--- config.mk ---
export PLATFORM = sky130hd
export DESIGN_NAME = hbs_heartbeat
export DESIGN_NICKNAME = d
export VERILOG_FILES = /design/src/hbs_pkg.sv /design/src/hbs_store.sv /design/src/hbs_heartbeat.sv
export SDC_FILE = /design/constraint.sdc
export NUM_CORES = 1
export LEC_CHECK = 0
export CAP_MARGIN = 20
export CORE_MARGIN = 3
export CORE_UTILIZATION = 25
export CTS_BUF_LIST = sky130_fd_sc_hd__clkbuf_16
export DETAILED_ROUTE_END_ITERATION = 12
export DONT_BUFFER_PORTS = 1
export GPL_ROUTABILITY_DRIVEN = 0
export PLACE_DENSITY = 0.43
export SYNTH_ARGS = -nofsm -noshare
export SYNTH_HDL_FRONTEND = slang
export SYNTH_HIERARCHICAL = 1
export SYNTH_SLANG_ARGS = --single-unit
--- constraint.sdc ---
create_clock -name CLK -period 4.3 [get_ports CLK]
set_input_delay 0.86 -clock CLK [delete_from_list [all_inputs] [get_ports CLK]]
set_output_delay 0.86 -clock CLK [all_outputs]
set_load 0.01 [all_outputs]
--- src/hbs_pkg.sv ---
`default_nettype none
package hbs_pkg;

  // ******************************************************************
  // timing
  // ******************************************************************
  localparam int CLK_PERIOD_NS = 25;
  localparam int MS_NS = 1000000;
  // one millisecond in clock cycles
  localparam int MS_CYCLES = MS_NS / CLK_PERIOD_NS;

  // ******************************************************************
  // frame identifiers and command bytes
  // ******************************************************************
  localparam logic [10:0] ID_NMT = 11'h000;
  localparam logic [10:0] ID_SDO_REQ = 11'h600;
  localparam logic [10:0] ID_SDO_RSP = 11'h580;
  localparam logic [10:0] ID_HBEAT = 11'h700;
  localparam logic [7:0] SDO_WRITE = 8'h23;
  localparam logic [7:0] SDO_READ = 8'h40;
  localparam logic [7:0] SDO_READ_RSP = 8'h43;
  localparam logic [7:0] SDO_WRITE_ACK = 8'h60;
  localparam logic [7:0] NMT_START = 8'h01;
  localparam logic [7:0] NMT_STOP = 8'h02;
  localparam logic [7:0] NMT_PREOP = 8'h80;
  localparam logic [7:0] NMT_RESET_NODE = 8'h81;
  localparam logic [7:0] NMT_RESET_COMM = 8'h82;

  // ******************************************************************
  // object dictionary entries
  // ******************************************************************
  localparam logic [15:0] OFS_CONSUMER_HEARTBEAT_WATCH = 16'h1016;
  localparam logic [15:0] OFS_PRODUCER_HEARTBEAT_PERIOD = 16'h1017;
  localparam logic [7:0] SUB_COUNT = 8'h00;
  localparam logic [7:0] SUB_ENTRY = 8'h01;
  localparam logic [7:0] CONSUMER_COUNT = 8'h01;
  localparam logic [15:0] PERIOD_RST = 16'h0000;

  // ******************************************************************
  // heartbeat telegram contents
  // ******************************************************************
  localparam logic [7:0] CODE_BOOTUP = 8'h00;
  localparam logic [7:0] CODE_STOPPED = 8'h04;
  localparam logic [7:0] CODE_OPER = 8'h05;
  localparam logic [7:0] CODE_PREOP = 8'h7F;
  localparam logic [7:0] HB_BYTE5 = 8'h01;

  typedef enum logic [3:0] {
    NS_BOOT = 4'b0001,
    NS_PREOP = 4'b0010,
    NS_OPER = 4'b0100,
    NS_STOP = 4'b1000
  } hbs_nmt_t;

  typedef struct packed {
    hbs_nmt_t st;
    logic [7:0] code;
    logic [6:0] node;
    logic [15:0] div;
    logic [15:0] prod_cnt;
    logic hb_pend;
    logic boot_pend;
    logic cons_act;
    logic [15:0] cons_time;
    logic [6:0] cons_node;
    logic [15:0] cons_cnt;
    logic rsp_pend;
    logic [63:0] rsp_data;
    logic tx_valid;
    logic [10:0] tx_id;
    logic [63:0] tx_data;
    logic safe;
  } hbs_state_t;

  // base identifier plus node number
  function automatic logic [10:0] hbs_cob(input logic [10:0] base,
                                          input logic [6:0] node);
    hbs_cob = base + {4'h0, node};
  endfunction : hbs_cob

  // state code carried in the heartbeat
  function automatic logic [7:0] hbs_code(input hbs_nmt_t s);
    case (s)
      NS_OPER: hbs_code = CODE_OPER;
      NS_STOP: hbs_code = CODE_STOPPED;
      NS_PREOP: hbs_code = CODE_PREOP;
      default: hbs_code = CODE_BOOTUP;
    endcase
  endfunction : hbs_code

endpackage : hbs_pkg
`default_nettype wire

--- src/hbs_store.sv ---
`timescale 1ns/1ps
`default_nettype none
// holds the producer period with no reset, so a reset keeps it
module hbs_store
  import hbs_pkg::*;
(
  input wire logic clk, // system clock
  input wire logic wr_en, // store a new period
  input wire logic [15:0] wr_data, // period to store
  output logic [15:0] rd_q // stored period, registered
);
  // initial value stands in for the non-volatile power-up content
  logic [15:0] mem_q = PERIOD_RST;

  // reset-free on purpose: survives RSTN
  always_ff @(posedge clk)
  begin
    if (wr_en)
    begin
      mem_q <= wr_data;
    end
    rd_q <= mem_q;
  end
endmodule : hbs_store
`default_nettype wire

--- src/hbs_heartbeat.sv ---
`timescale 1ns/1ps
`default_nettype none
module hbs_heartbeat
  import hbs_pkg::*;
#(
  parameter int TICK_CYCLES = MS_CYCLES // cycles per millisecond
)
(
  input wire logic CLK, // 40 MHz clock
  input wire logic RSTN, // async reset, active low
  input wire logic [6:0] NODE_ID, // node number, caught at boot
  input wire logic RX_VALID, // received frame strobe
  input wire logic [10:0] RX_ID, // received identifier
  input wire logic [63:0] RX_DATA, // received bytes, D1 in [7:0]
  input wire logic TX_READY, // controller takes the frame
  output logic TX_VALID, // frame to send
  output logic [10:0] TX_ID, // identifier to send
  output logic [63:0] TX_DATA, // bytes to send, D1 in [7:0]
  output logic SAFE_RESET, // pulse: outputs to default state
  output logic [7:0] NMT_STATE, // current state code
  output logic CONSUMER_ACTIVE // monitoring enabled
);

  // ****************************************************************
  // frame decode
  // ****************************************************************
  hbs_state_t q, d;
  logic [15:0] period;
  logic [7:0] cmd, sub;
  logic [15:0] obj, val;
  logic tick, is_sdo, sdo_ok, wr_cons, wr_prod, rd_ok, hb_seen;

  assign cmd = RX_DATA[7:0];
  assign obj = RX_DATA[23:8];
  assign sub = RX_DATA[31:24];
  assign val = RX_DATA[47:32];
  assign tick = (q.div == 16'(TICK_CYCLES - 1));
  assign is_sdo = RX_VALID && (RX_ID == hbs_cob(ID_SDO_REQ, q.node));
  assign sdo_ok = is_sdo && (q.st == NS_PREOP || q.st == NS_OPER);
  assign wr_cons = sdo_ok && cmd == SDO_WRITE
                   && obj == OFS_CONSUMER_HEARTBEAT_WATCH && sub == SUB_ENTRY;
  assign wr_prod = sdo_ok && cmd == SDO_WRITE
                   && obj == OFS_PRODUCER_HEARTBEAT_PERIOD && sub == SUB_COUNT;
  assign rd_ok = sdo_ok && cmd == SDO_READ
                 && ((obj == OFS_CONSUMER_HEARTBEAT_WATCH && sub <= SUB_ENTRY)
                 || (obj == OFS_PRODUCER_HEARTBEAT_PERIOD && sub == SUB_COUNT));
  assign hb_seen = RX_VALID && (RX_ID == hbs_cob(ID_HBEAT, q.cons_node));

  // period kept outside the reset domain
  hbs_store u_store (
    .clk(CLK),
    .wr_en(wr_prod),
    .wr_data(val),
    .rd_q(period)
  );

  // node reset: keep period, node, consumer settings and any frame in flight; restart state, monitor, pending flags and producer count
  function automatic hbs_state_t fallback(input hbs_state_t s);
    hbs_state_t r;
    r = s;
    r.safe = 1'b1;
    r.st = NS_PREOP;
    r.boot_pend = 1'b1;
    r.cons_act = 1'b0;
    r.rsp_pend = 1'b0;
    r.hb_pend = 1'b0;
    r.prod_cnt = 16'h0000;
    fallback = r;
  endfunction : fallback

  // ****************************************************************
  // next state
  // ****************************************************************
  always_comb
  begin
    d = q;
    d.safe = 1'b0;
    d.div = tick ? 16'h0000 : q.div + 16'h0001;
    if (q.tx_valid && TX_READY)
    begin
      d.tx_valid = 1'b0;
    end
    // strap caught one cycle after release
    if (q.st == NS_BOOT)
    begin
      d.node = NODE_ID;
      d.st = NS_PREOP;
    end
    // consumer configuration and replies
    if (wr_cons)
    begin
      if (val == 16'h0000)
      begin
        d.cons_act = 1'b0;
      end
      else
      begin
        d.cons_act = 1'b1;
      end
      d.cons_time = val;
      d.cons_node = RX_DATA[54:48];
      d.cons_cnt = 16'h0000;
    end
    if (wr_prod)
    begin
      d.prod_cnt = 16'h0000;
      d.hb_pend = 1'b0;
    end
    if (wr_cons || wr_prod)
    begin
      d.rsp_pend = 1'b1;
      d.rsp_data = {32'h0, sub, obj, SDO_WRITE_ACK};
    end
    else if (rd_ok)
    begin
      d.rsp_pend = 1'b1;
      if (obj == OFS_PRODUCER_HEARTBEAT_PERIOD)
      begin
        d.rsp_data = {16'h0, period, sub, obj, SDO_READ_RSP};
      end
      else if (sub == SUB_COUNT)
      begin
        d.rsp_data = {24'h0, CONSUMER_COUNT, sub, obj, SDO_READ_RSP};
      end
      else
      begin
        d.rsp_data = {8'h0, 1'b0, q.cons_node, q.cons_time, sub, obj,
                      SDO_READ_RSP};
      end
    end
    if (q.cons_act && !wr_cons)
    begin
      if (hb_seen)
      begin
        d.cons_cnt = 16'h0000;
      end
      else if (tick)
      begin
        d.cons_cnt = q.cons_cnt + 16'h0001;
        if (q.cons_cnt + 16'h0001 >= q.cons_time)
        begin
          d = fallback(d);
        end
      end
    end
    // network management, addressed or broadcast
    if (RX_VALID && RX_ID == ID_NMT && q.st != NS_BOOT
        && (RX_DATA[15:8] == 8'h00 || RX_DATA[15:8] == {1'b0, q.node}))
    begin
      case (cmd)
        NMT_START: d.st = NS_OPER;
        NMT_STOP: d.st = NS_STOP;
        NMT_PREOP: d.st = NS_PREOP;
        NMT_RESET_NODE: d = fallback(d);
        NMT_RESET_COMM: d = fallback(d);
        default: d.st = d.st;
      endcase
    end
    if (period == 16'h0000)
    begin
      d.prod_cnt = 16'h0000;
      d.hb_pend = 1'b0;
    end
    // runs in every state after boot
    else if (tick && q.st != NS_BOOT && !wr_prod)
    begin
      if (q.prod_cnt + 16'h0001 >= period)
      begin
        d.prod_cnt = 16'h0000;
        d.hb_pend = 1'b1;
      end
      else
      begin
        d.prod_cnt = q.prod_cnt + 16'h0001;
      end
    end
    d.code = hbs_code(d.st);
    // transmit, bootup first; one idle cycle between frames
    if (!q.tx_valid)
    begin
      // node number is only valid once the boot cycle has latched it
      if (q.boot_pend && q.st != NS_BOOT)
      begin
        d.boot_pend = 1'b0;
        d.tx_valid = 1'b1;
        d.tx_id = hbs_cob(ID_HBEAT, q.node);
        d.tx_data = 64'h0;
      end
      else if (q.rsp_pend)
      begin
        d.rsp_pend = 1'b0;
        d.tx_valid = 1'b1;
        d.tx_id = hbs_cob(ID_SDO_RSP, q.node);
        d.tx_data = q.rsp_data;
      end
      else if (q.hb_pend && period != 16'h0000)
      begin
        d.hb_pend = 1'b0;
        d.tx_valid = 1'b1;
        d.tx_id = hbs_cob(ID_HBEAT, q.node);
        d.tx_data = {24'h0, HB_BYTE5, 24'h0, q.code};
      end
    end
  end

  // ****************************************************************
  // state register
  // ****************************************************************
  always_ff @(posedge CLK or negedge RSTN)
  begin
    if (!RSTN)
    begin
      q <= '0;
      q.st <= NS_BOOT;
      q.boot_pend <= 1'b1;
    end
    else
    begin
      q <= d;
    end
  end

  assign TX_VALID = q.tx_valid;
  assign TX_ID = q.tx_id;
  assign TX_DATA = q.tx_data;
  assign SAFE_RESET = q.safe;
  assign NMT_STATE = q.code;
  assign CONSUMER_ACTIVE = q.cons_act;

  // ****************************************************************
  // assertions
  // ****************************************************************
  property p_hb_off;
    @(posedge CLK) disable iff (!RSTN)
    $rose(q.tx_valid) && q.tx_data[39:32] == HB_BYTE5
      && q.tx_id == hbs_cob(ID_HBEAT, q.node)
      |-> $past(period) != 16'h0000;
  endproperty
  a_hb_off: assert property (p_hb_off) else $error("beat with zero period");

  property p_hb_state;
    @(posedge CLK) disable iff (!RSTN)
    !q.tx_valid && q.hb_pend && !q.boot_pend && !q.rsp_pend
      && period != 16'h0000 |=> q.tx_valid && q.tx_data[7:0] != CODE_BOOTUP;
  endproperty
  a_hb_state: assert property (p_hb_state) else $error("beat not sent");

  property p_keep;
    @(posedge CLK) disable iff (!RSTN)
    wr_prod |-> ##2 period == $past(val, 2);
  endproperty
  a_keep: assert property (p_keep) else $error("period not stored");

  property p_hb_frame;
    @(posedge CLK) disable iff (!RSTN)
    $rose(q.tx_valid) && q.tx_data[39:32] == HB_BYTE5
      && q.tx_id != hbs_cob(ID_SDO_RSP, q.node)
      |-> q.tx_id == hbs_cob(ID_HBEAT, q.node)
      && q.tx_data[7:0] == $past(q.code) && q.tx_data[63:40] == 24'h0;
  endproperty
  a_hb_frame: assert property (p_hb_frame) else $error("bad beat frame");

  property p_boot;
    @(posedge CLK) disable iff (!RSTN)
    $fell(q.boot_pend) |-> q.tx_valid && q.tx_data == 64'h0
      && q.tx_id == hbs_cob(ID_HBEAT, q.node);
  endproperty
  a_boot: assert property (p_boot) else $error("bad bootup frame");

  property p_off;
    @(posedge CLK) disable iff (!RSTN)
    wr_cons && val == 16'h0000 |=> !q.cons_act;
  endproperty
  a_off: assert property (p_off) else $error("monitor still on");

  property p_act;
    @(posedge CLK) disable iff (!RSTN)
    $rose(q.cons_act) |-> $past(q.st) == NS_PREOP || $past(q.st) == NS_OPER;
  endproperty
  a_act: assert property (p_act) else $error("activated in bad state");

  property p_timeout;
    @(posedge CLK) disable iff (!RSTN)
    q.cons_act && tick && !hb_seen && !wr_cons
      && q.cons_cnt + 16'h0001 >= q.cons_time |=> q.safe;
  endproperty
  a_timeout: assert property (p_timeout) else $error("no timeout reset");

  property p_after;
    @(posedge CLK) disable iff (!RSTN)
    q.safe |-> (!q.cons_act && q.st == NS_PREOP)
      ##1 (q.tx_valid || q.boot_pend);
  endproperty
  a_after: assert property (p_after) else $error("bad fallback");

  property p_stop;
    @(posedge CLK) disable iff (!RSTN)
    q.st == NS_STOP && is_sdo && !q.rsp_pend |=> !q.rsp_pend;
  endproperty
  a_stop: assert property (p_stop) else $error("sdo taken in stop");

  property p_ack;
    @(posedge CLK) disable iff (!RSTN)
    (wr_cons || wr_prod || rd_ok) && !q.safe && !q.tx_valid
      && !q.boot_pend && !q.hb_pend |=> ##[1:2] q.tx_valid
      && q.tx_id == hbs_cob(ID_SDO_RSP, q.node);
  endproperty
  a_ack: assert property (p_ack) else $error("sdo not answered");

  c_boot: cover property (@(posedge CLK) disable iff (!RSTN) $fell(q.boot_pend));
  c_beat: cover property (@(posedge CLK) disable iff (!RSTN)
    $rose(q.tx_valid) && q.tx_data[39:32] == HB_BYTE5
    && q.tx_id == hbs_cob(ID_HBEAT, q.node));
  c_tmo: cover property (@(posedge CLK) disable iff (!RSTN) q.safe);
  c_read: cover property (@(posedge CLK) disable iff (!RSTN) rd_ok);

endmodule : hbs_heartbeat
`default_nettype wire

==> impl_metrics.toml, run 1 <==
[clock_network]
cts_resized = 0
cts.clk_slew.worst_paths_ns = 0.06
htree_levels = 1
clock_latency_ns = 0.55
cts_num_sinks = 237
clock_path_buffers = 3
root_buffer = "clkbuf_16"
cts_buffers = 28
cts_hold_buf = 2
post_cts_buffers = 0
cts_tree = "yes"

[timing]
tightest_slew_ns = 0.9042
setup-violations-final = 0
maxSlewHeadroom_pct = 39.45
max_freq_mhz = 253.5
drv_slew = 0
rsz0062_at_grt = "false"
final_hold_viol_count = 0
skew_ns = 0.01302
finalWorstSetupSlack_ns = 0.3548
min_period_ns = 3.945
fin_setup_tns_ns = 0
finalCritPeriodShare_pct = 91.75

[setup_path]
max_stage_delay_ns = 0.43
worstPathRequired_ns = 4.75
end_kind = "flip-flop"
path_cells = "ha_1 > and3_1 > and4_1 > and3_1 > nand3_1 > nor2_1 > xor2_1 > ha_1 > nand4_1 > inv_1 > a21oi_1 > o41ai_2 > buf_4 > a311oi_4 > o21a_4 > o21ai_0 > a211oi_1"
cp_max_fo = 14
slowest_stage = "dfrtp_1"
crit_type = "flip-flop to flip-flop"
start_kind = "flip-flop"
cp.arrival_ns = 4.39

[synth]
syn_area_per_cell_um2 = 10.44
yosysUniqueCellTypes = 78
synth-seq-cells = 237
async_flop_share_pct = 86.50
ys_seq_area_share_pct = 50.08
syn_nets = 1256
synth_area_leaders = "dfrtp_1 (43%), buf_4 (5.3%), edfxtp_1 (4.1%)"
synth_ff_type = "dfrtp_1"
syn_inst = 1135
synth_area_um2 = 11850
netlist_top_cells_count = "dfrtp_1 (203), nand2_1 (111), buf_4 (84)"
synth.largest_area_cell = "dfrtp_1"
synth_top_area_share_pct = 42.88
synth_edf_count = 16
synthMostInstantiatedCell = "dfrtp_1"
yosys_warnings = 6

[floorplanning]
die_x_um = 223.7
start_util_pct = 25.39
core-area_um2 = 46650
ioPinCount = 172
std_cell_rows = 79
dieHeight_um = 223.7
die_area_um2 = 50030

[drt]
wire_per_inst_um = 18.49
drt_pass1_iterations = 6
drt-total-wl_mm = 31.16
ant_nets = 0
vias = 7712
viasPerCell = 4.577
drt-initial-drc-count = 412
drc = 0

[power]
swShare_pct = 23.34
p_comb_share_pct = 3.8
p_int_mw = 3.730
power-per-cell-area_nw_per_um2 = 377.6
power_switching_mw = 1.136
p_clk_share_pct = 48.1
ir_worst_vdd_mv = 0.2132
seqPwrFrac_pct = 48.2
p_leak_nw = 5.740

[finish]
fin_nets = 1178
syn_to_final_growth_pct = 8.767
layout-drive-gt1-share_pct = 12.52
diodes = 0
post_layout_nonfiller_instances = 1685

[global_routing]
grt_usage_pct = 12.37
grt_pass1_wl_mm = 49.05
grt_pass1_vias = 8086
antenna_found_initial = 0
grt_max_degree = 121
grt-ovfl-total = 0

[placed_design]
post-place-ws_ns = 0.3077
io_buffers = 0
hpwlAfterDp_mm = 22.26
dp.cells = 1632

[min_path]
holdCritPathClass = "input pin to async pin"

[outcome]
status = "finished, final reports clean"

[flow_run]
cap_violations = 0
==> power groups by stage <==
stage	Sequential, mW	Clock [mW]	Combinational [mW]
6_report	2.34	2.34	0.184
3_5_place_dp	2.39	0	0.142
4_1_cts	2.34	2.43	0.191
5_1_grt	2.35	2.52	0.210
3_3_place_gp	2.38	0	0.141
2_1_floorplan	2.35	0	0.182
==> through the flow <==
| stage | utilization, % | hold WS (ns) | area, um2 | power (mW) |
|---|---|---|---|---|
| after global routing | 27.62 | 0.1196 | 12880 | 5.075 |
| after global placement | 25.57 | 0.3256 | 11930 | 2.526 |
| final | 27.62 | 0.1546 | 12880 | 4.866 |
| after floorplan | - | 0.3233 | 11850 | 2.527 |
| after detailed placement | 25.57 | 0.3278 | 11930 | 2.528 |
| after CTS | 27.62 | 0.1171 | 12880 | 4.962 |
==> final timing paths <==
check | start | end | slack, ns | depth (start not counted)
max in group asynchronous | RSTN | q[155]$_DFF_PN0_ | 3.55 | 1
worst max-delay path | q[142]$_DFF_PN0_ | q[186]$_DFF_PN0_ | 0.35 | 17
min in group CLK | u_store/mem_q[15]$_DFFE_PP_ | u_store/rd_q[15]$_DFF_P_ | 0.34 | 0
worst max register to register | q[142]$_DFF_PN0_ | q[186]$_DFF_PN0_ | 0.35 | 17
worst min register to register | u_store/mem_q[15]$_DFFE_PP_ | u_store/rd_q[15]$_DFF_P_ | 0.34 | 0
worst min-delay path | RSTN | q[231]$_DFF_PN1_ | 0.15 | 0
==> cells by family (layout without fill, tap and decap cells) <==
logic type	after synthesis	count (layout)	share of synthesized area, %
adder cells (fa/ha/maj)	35	35	3.697
XOR/XNOR	77	77	5.693
flip-flops	237	237	50.08
AO/OA/AOI/OAI	199	199	12.28
AND/OR/NAND/NOR	398	398	17.94
buffers and inverters	169	112	8.481
multiplexers	19	19	1.785
other	1	1	0.03166
==> critical path: cells and delay by family (launching register included) <==
kind,cells,cell delay [ns]
adder cells (fa/ha/maj),2,0.49
XOR/XNOR,1,0.18
buffers and inverters,2,0.22
flip-flops,1,0.43
AO/OA/AOI/OAI,6,1.26
AND/OR/NAND/NOR,6,1.23
==> area by class of cell <==
class	instances	area, um2
fillers	4846	33770
clock inverters	22	175.2
flip-flops and latches	237	5933
inverters	41	158.9
well taps	607	759.5
repair buffers	20	202.7
clock buffers	29	725.7
multi-input cells	729	4930
==> cells in the final DEF, fill, tap and decap left out, drive strengths merged, types with 11 or more instances in the layout <==
cell type and count:
dfrtp 203, or3 11, nor4 22, ha 35
a22o 47, nand2 114, nor3 36, nor2 56
a21oi 38, clkbuf 29, clkinv 12, a211oi 21
xor2 42, xnor2 35, o21ai 63, and3 24
edfxtp 16, buf 20, dfxtp 16, inv 46
and2 28, mux2 17, nand3 47, nand4 16
==> sequential cells by signal, summed over array words and instances (netlist names) <==
signal           count
CONSUMER_ACTIVE      1
NMT_STATE            3
SAFE_RESET           1
TX_DATA             54
TX_ID               10
TX_VALID             1
q                  135
u_store/mem_q       16
u_store/rd_q        16
==> routing by layer <==
| metal | global-route usage, % | vias up | wire length, um |
|---|---|---|---|
| met5 | 0 | - | 0 |
| met4 | 3.591 | 0 | 655 |
| met3 | 3.302 | 46 | 1860 |
| met2 | 19.69 | 130 | 14170 |
| met1 | 16.58 | 3780 | 14480 |
| li1 | - | 3756 | - |
Power figures use the tool's default switching activity.
==> inputs of run 2 (changes only) <==
Settings changed: CORE_UTILIZATION 25 to 30, PLACE_DENSITY 0.43 to 0.49.
==> impl_metrics.toml, run 2 (same netlist as run 1, synthesis figures left out) <==
[floorplanning]
ioPinCount = 172
core-area_um2 = 38830
start_util_pct = 30.51
die_area_um2 = 41910
std_cell_rows = 72
die_x_um = 204.7
dieHeight_um = 204.7

[clock_network]
clock_path_buffers = 3
cts_buffers = 27
cts_num_sinks = 237
htree_levels = 1
root_buffer = "clkbuf_16"
cts_resized = 0
cts.clk_slew.worst_paths_ns = 0.06
cts_tree = "yes"
clock_latency_ns = 0.53

[timing]
maxSlewHeadroom_pct = 40.15
rsz0062_at_grt = "false"
finalCritPeriodShare_pct = 93.05
min_period_ns = 4.001
setup-violations-final = 0
drv_slew = 0
fin_setup_tns_ns = 0
max_freq_mhz = 249.9
final_hold_viol_count = 0
skew_ns = 0.01015
tightest_slew_ns = 0.8977

[drt]
wire_per_inst_um = 18.38
drt-initial-drc-count = 563
drt-total-wl_mm = 29.43
wl_met2_mm = 13.36
ant_nets = 0
drc = 0
top_layer_used = "met4"
dr_wl_met3_mm = 1.783
wl_met1_mm = 13.87
drt_pass1_iterations = 5
vias = 7791
viasPerCell = 4.866

[outcome]
status = "finished, final reports clean"

[finish]
largest_register = "q"
layout-drive-gt1-share_pct = 12.28
fin_nets = 1185
final_common_cell = "dfrtp_1"
syn_to_final_growth_pct = 7.837
final_cell_mix = "dfrtp_1 (203), nand2_1 (110), nor2_1 (55)"
diodes = 0
largest_reg_flops = 135
final_area_um2 = 12770

[global_routing]
grt_pass1_vias = 7792
grt_usage_pct = 13.88
grt_max_degree = 194
grt_pass1_wl_mm = 46.58
antenna_found_initial = 0
grt-ovfl-total = 0

[power]
swShare_pct = 22.17
p_int_mw = 3.709
power-per-cell-area_nw_per_um2 = 373.0
seqPwrFrac_pct = 49.2
p_leak_nw = 5.740
ir_worst_vdd_mv = 0.2551
power_switching_mw = 1.056
p_comb_share_pct = 3.1
p_clk_share_pct = 47.7

[setup_path]
r2r_cells = 16
start_kind = "flip-flop"
cp-startpoint = "q[142]$_DFF_PN0_"
crit_type = "flip-flop to flip-flop"
worstPathRequired_ns = 4.70
cp.arrival_ns = 4.40
ff2ff_setup_slack_ns = 0.30
r2r-end = "q[195]$_DFF_PN0_"
cp_max_fo = 8
crit_end = "q[195]$_DFF_PN0_"
end_kind = "flip-flop"
r2r_start = "q[142]$_DFF_PN0_"

[placed_design]
io_buffers = 0
post_dp_cell_area_um2 = 11810
hpwlAfterDp_mm = 21.16

[flow_run]
cap_violations = 0

[min_path]
holdCritPathClass = "input pin to async pin"
==> run 2: changes by cell type in the layout (fill, tap and decap cells not counted), moves of 2 or more <==
| cell | previous run | this run |
|---|---|---|
| clkbuf_16 | 29 | 27 |
| clkinv_1 | 6 | 9 |
| buf_4 | 17 | 22 |
| buf_16 | 2 | 0 |
| dlygate4sd3_1 | 0 | 5 |
| clkinv_2 | 5 | 1 |
==> run 2: power groups by stage <==
stage	clock network (mW)	logic, mW	registers (mW)
after floorplan	0	0.182	2.35
after global placement	0	0.139	2.38
after detailed placement	0	0.140	2.39
after CTS	2.34	0.149	2.34
after global routing	2.44	0.164	2.35
final	2.27	0.147	2.34
==> run 2: worst max-delay path, stage by stage (launching register included) <==
cell	delay [ns]
dfrtp_1	0.45
ha_1	0.24
and3_1	0.24
and4_1	0.27
and3_1	0.23
nand3_1	0.17
nor2_1	0.20
xor2_1	0.09
ha_1	0.30
nand4_1	0.12
o41ai_2	0.64
buf_4	0.24
a311oi_4	0.09
o21a_4	0.19
buf_12	0.15
o21ai_2	0.14
a211oi_2	0.08
==> run 2: worst min path at each step <==
stage | endpoint | slack (ns) | cells after the start
3_5_place_dp | u_store/rd_q[5]$_DFF_P_ | 0.33 | 0
5_1_grt | TX_DATA[16]$_DFFE_PN0P_ | 0.00005 | 0
4_1_cts | TX_DATA[51]$_DFFE_PN0P_ | 0.0005 | 0
3_3_place_gp | u_store/rd_q[0]$_DFF_P_ | 0.33 | 0
2_1_floorplan | u_store/rd_q[0]$_DFF_P_ | 0.32 | 0
6_report | TX_DATA[16]$_DFFE_PN0P_ | 0.03 | 0
==> run 2: metrics by stage <==
step / hold slack, ns / power (mW) / std cells / setup slack, ns / utilization, %
finish: 0.03066 / 4.765 / 1601 / 0.2990 / 32.90
global route: 0.00005390 / 4.954 / 1601 / 0.03489 / 32.90
CTS: 0.0004586 / 4.835 / 1597 / 0.1306 / 32.79
detailed placement: 0.3269 / 2.526 / 1544 / 0.1530 / 30.42
global placement: 0.3256 / 2.523 / 1544 / 0.2364 / 30.42
floorplan: 0.3233 / 2.527 / 1135 / 0.7073 / -
==> run 2: layout make-up <==
type / instances / area [um2]
timing repair buffer: 28 / 235.2
tap: 518 / 648.1
inverter: 41 / 158.9
clock inverter: 21 / 193.9
multi-input combinational: 729 / 4930
sequential: 237 / 5933
fill: 3866 / 26050
clock buffer: 27 / 675.6
==> run 2: repair_timing <==
item / in CTS / in global routing
setup endpoints to repair: 0 / 14
endpoints found under the hold margin: 3 / 0
hold buffers: 5 / 0
buffers inserted: 0 / 4
==> run 2: layer usage <==
layer / vias up / track usage, %
li1: 3764 / -
met1: 3827 / 19.34
met2: 170 / 22.20
met3: 30 / 3.226
met4: 0 / 2.605
met5: - / 0
==> inputs of run 3 (changes only) <==
Clock period 4.3 ns to 4.9 ns, I/O delays scaled along.
==> impl_metrics.toml, run 3 (same netlist as run 1, synthesis figures left out) <==
[setup_path]
r2r_cells = 17
path_cells = "and3_1 > nand4_1 > nor2_1 > nand3_1 > nor2_1 > nand3_1 > xnor2_1 > ha_1 > a21oi_1 > o21ai_0 > a21oi_1 > o41ai_2 > buf_4 > a311oi_4 > o21a_4 > o21ai_0 > a211oi_1"
start_kind = "flip-flop"
slowest_stage = "a311oi_4"
ff2ff_setup_slack_ns = 0.66
r2r_start = "q[142]$_DFF_PN0_"
end_kind = "flip-flop"
cp-startpoint = "q[142]$_DFF_PN0_"
r2r-end = "q[187]$_DFF_PN0_"
worstPathRequired_ns = 5.34
crit_end = "q[187]$_DFF_PN0_"
max_stage_delay_ns = 0.45
cp.arrival_ns = 4.67
crit_type = "flip-flop to flip-flop"
cp_max_fo = 14

[clock_network]
cts_tree = "yes"
cts.clk_slew.worst_paths_ns = 0.06
cts_num_sinks = 237
clock_path_buffers = 3
cts_hold_buf = 0
clock_latency_ns = 0.54
htree_levels = 1
root_buffer = "clkbuf_16"
cts_resized = 0
cts_buffers = 28
post_cts_buffers = 0

[finish]
final_cell_mix = "dfrtp_1 (203), nand2_1 (110), nor2_1 (55)"
layout-drive-gt1-share_pct = 12.48
syn_to_final_growth_pct = 7.214
final_common_cell = "dfrtp_1"
post_layout_nonfiller_instances = 1593
largest_reg_flops = 135
num-fill-cells = 3876
fin_nets = 1173
largest_register = "q"

[drt]
drt-total-wl_mm = 29.18
ant_nets = 0
vias = 7698
viasPerCell = 4.832
drc = 0
drt-initial-drc-count = 556
wire_per_inst_um = 18.32
drt_pass1_iterations = 5

[global_routing]
grt_pass1_wl_mm = 46.34
grt_max_degree = 206
grt_usage_pct = 13.84
grt_pass1_vias = 7835
antenna_found_initial = 0
grt-ovfl-total = 0

[timing]
maxSlewHeadroom_pct = 37.95
min_period_ns = 4.236
fin_setup_tns_ns = 0
finalCritPeriodShare_pct = 86.45
setup-violations-final = 0
drv_slew = 0
rsz0062_at_grt = "false"
tightest_slew_ns = 0.9265
max_freq_mhz = 236.1
skew_ns = 0.01735
final_hold_viol_count = 0

[power]
power_mw = 4.227
ir_worst_vdd_mv = 0.2623
p_leak_nw = 5.707
power-per-cell-area_nw_per_um2 = 332.8

[floorplanning]
std_cell_rows = 72
start_util_pct = 30.51
die_area_um2 = 41910
ioPinCount = 172
dieHeight_um = 204.7
die_x_um = 204.7
core-area_um2 = 38830

[placed_design]
dp.cells = 1540
hpwlAfterDp_mm = 21.10
io_buffers = 0

[outcome]
status = "finished, final reports clean"

[min_path]
holdCritPathClass = "input pin to async pin"

[flow_run]
cap_violations = 0
## run 3: cell count changes in the layout (fill, tap and decap cells not counted), sizes merged
cell	change
bufinv	-1
clkbuf	+2
dlygate4sd3	-5
diode	+1
clkinvlp	+2
clkinv	+1
buf	-8
## run 3: power by group
group | switching, mW | total [mW] | internal [mW] | leakage [nW]
Clock | 0.823 | 2.05 | 1.23 | 0.472
Combinational | 0.0790 | 0.122 | 0.0428 | 2.37
Sequential | 0.0493 | 2.06 | 2.01 | 2.87
## run 3: worst min path at each step
stage / depth (start not counted) / to / slack, ns / startpoint
floorplan: 0 / u_store/rd_q[0]$_DFF_P_ / 0.32 / u_store/mem_q[0]$_DFFE_PP_
global placement: 0 / u_store/rd_q[0]$_DFF_P_ / 0.32 / u_store/mem_q[0]$_DFFE_PP_
detailed placement: 0 / u_store/rd_q[9]$_DFF_P_ / 0.33 / u_store/mem_q[9]$_DFFE_PP_
CTS: 0 / TX_DATA[19]$_DFFE_PN0P_ / 0.11 / RSTN
global route: 0 / TX_DATA[19]$_DFFE_PN0P_ / 0.11 / RSTN
finish: 0 / TX_DATA[19]$_DFFE_PN0P_ / 0.14 / RSTN
## run 3: metal layers
layer	track usage, %	up-vias	wire [um]	share of wire [%]
met5	0	-	0	0
met4	3.514	0	526	1.8
met3	3.591	35	1990	6.8
met2	21.82	150	13180	45
met1	18.98	3753	13480	46
li1	-	3760	-	-
## run 3: area by class of cell
cell class                      count  area (um2)  area share (%)
Antenna cell                        1       2.502         0.01970
Clock buffer                       29       725.7           5.714
Clock inverter                     23       190.2           1.497
Inverter                           41       158.9           1.251
Multi-Input combinational cell    729        4930           38.81
Sequential cell                   237        5933           46.71
Tap cell                          518       648.1           5.103
Timing Repair Buffer               15       112.6          0.8866
## run 3: critical path, delay by kind of cell, from the launching register on
| kind | cells | cell delay (ns) |
|---|---|---|
| compound gates | 8 | 1.70 |
| xor+xnor | 1 | 0.14 |
| fa+ha+maj | 1 | 0.31 |
| buf+inv | 1 | 0.18 |
| flops | 1 | 0.43 |
| simple gates | 6 | 1.38 |
## run 3: stage by stage
stage	utilization (%)	setup WS [ns]	hold WS [ns]	cell area, um2
5_1_grt	32.70	0.3469	0.1129	12700
4_1_cts	32.70	0.6442	0.1066	12700
3_3_place_gp	30.35	0.6813	0.3246	11780
3_5_place_dp	30.35	0.6169	0.3269	11780
6_report	32.71	0.6639	0.1384	12700
2_1_floorplan	-	1.307	0.3233	11850
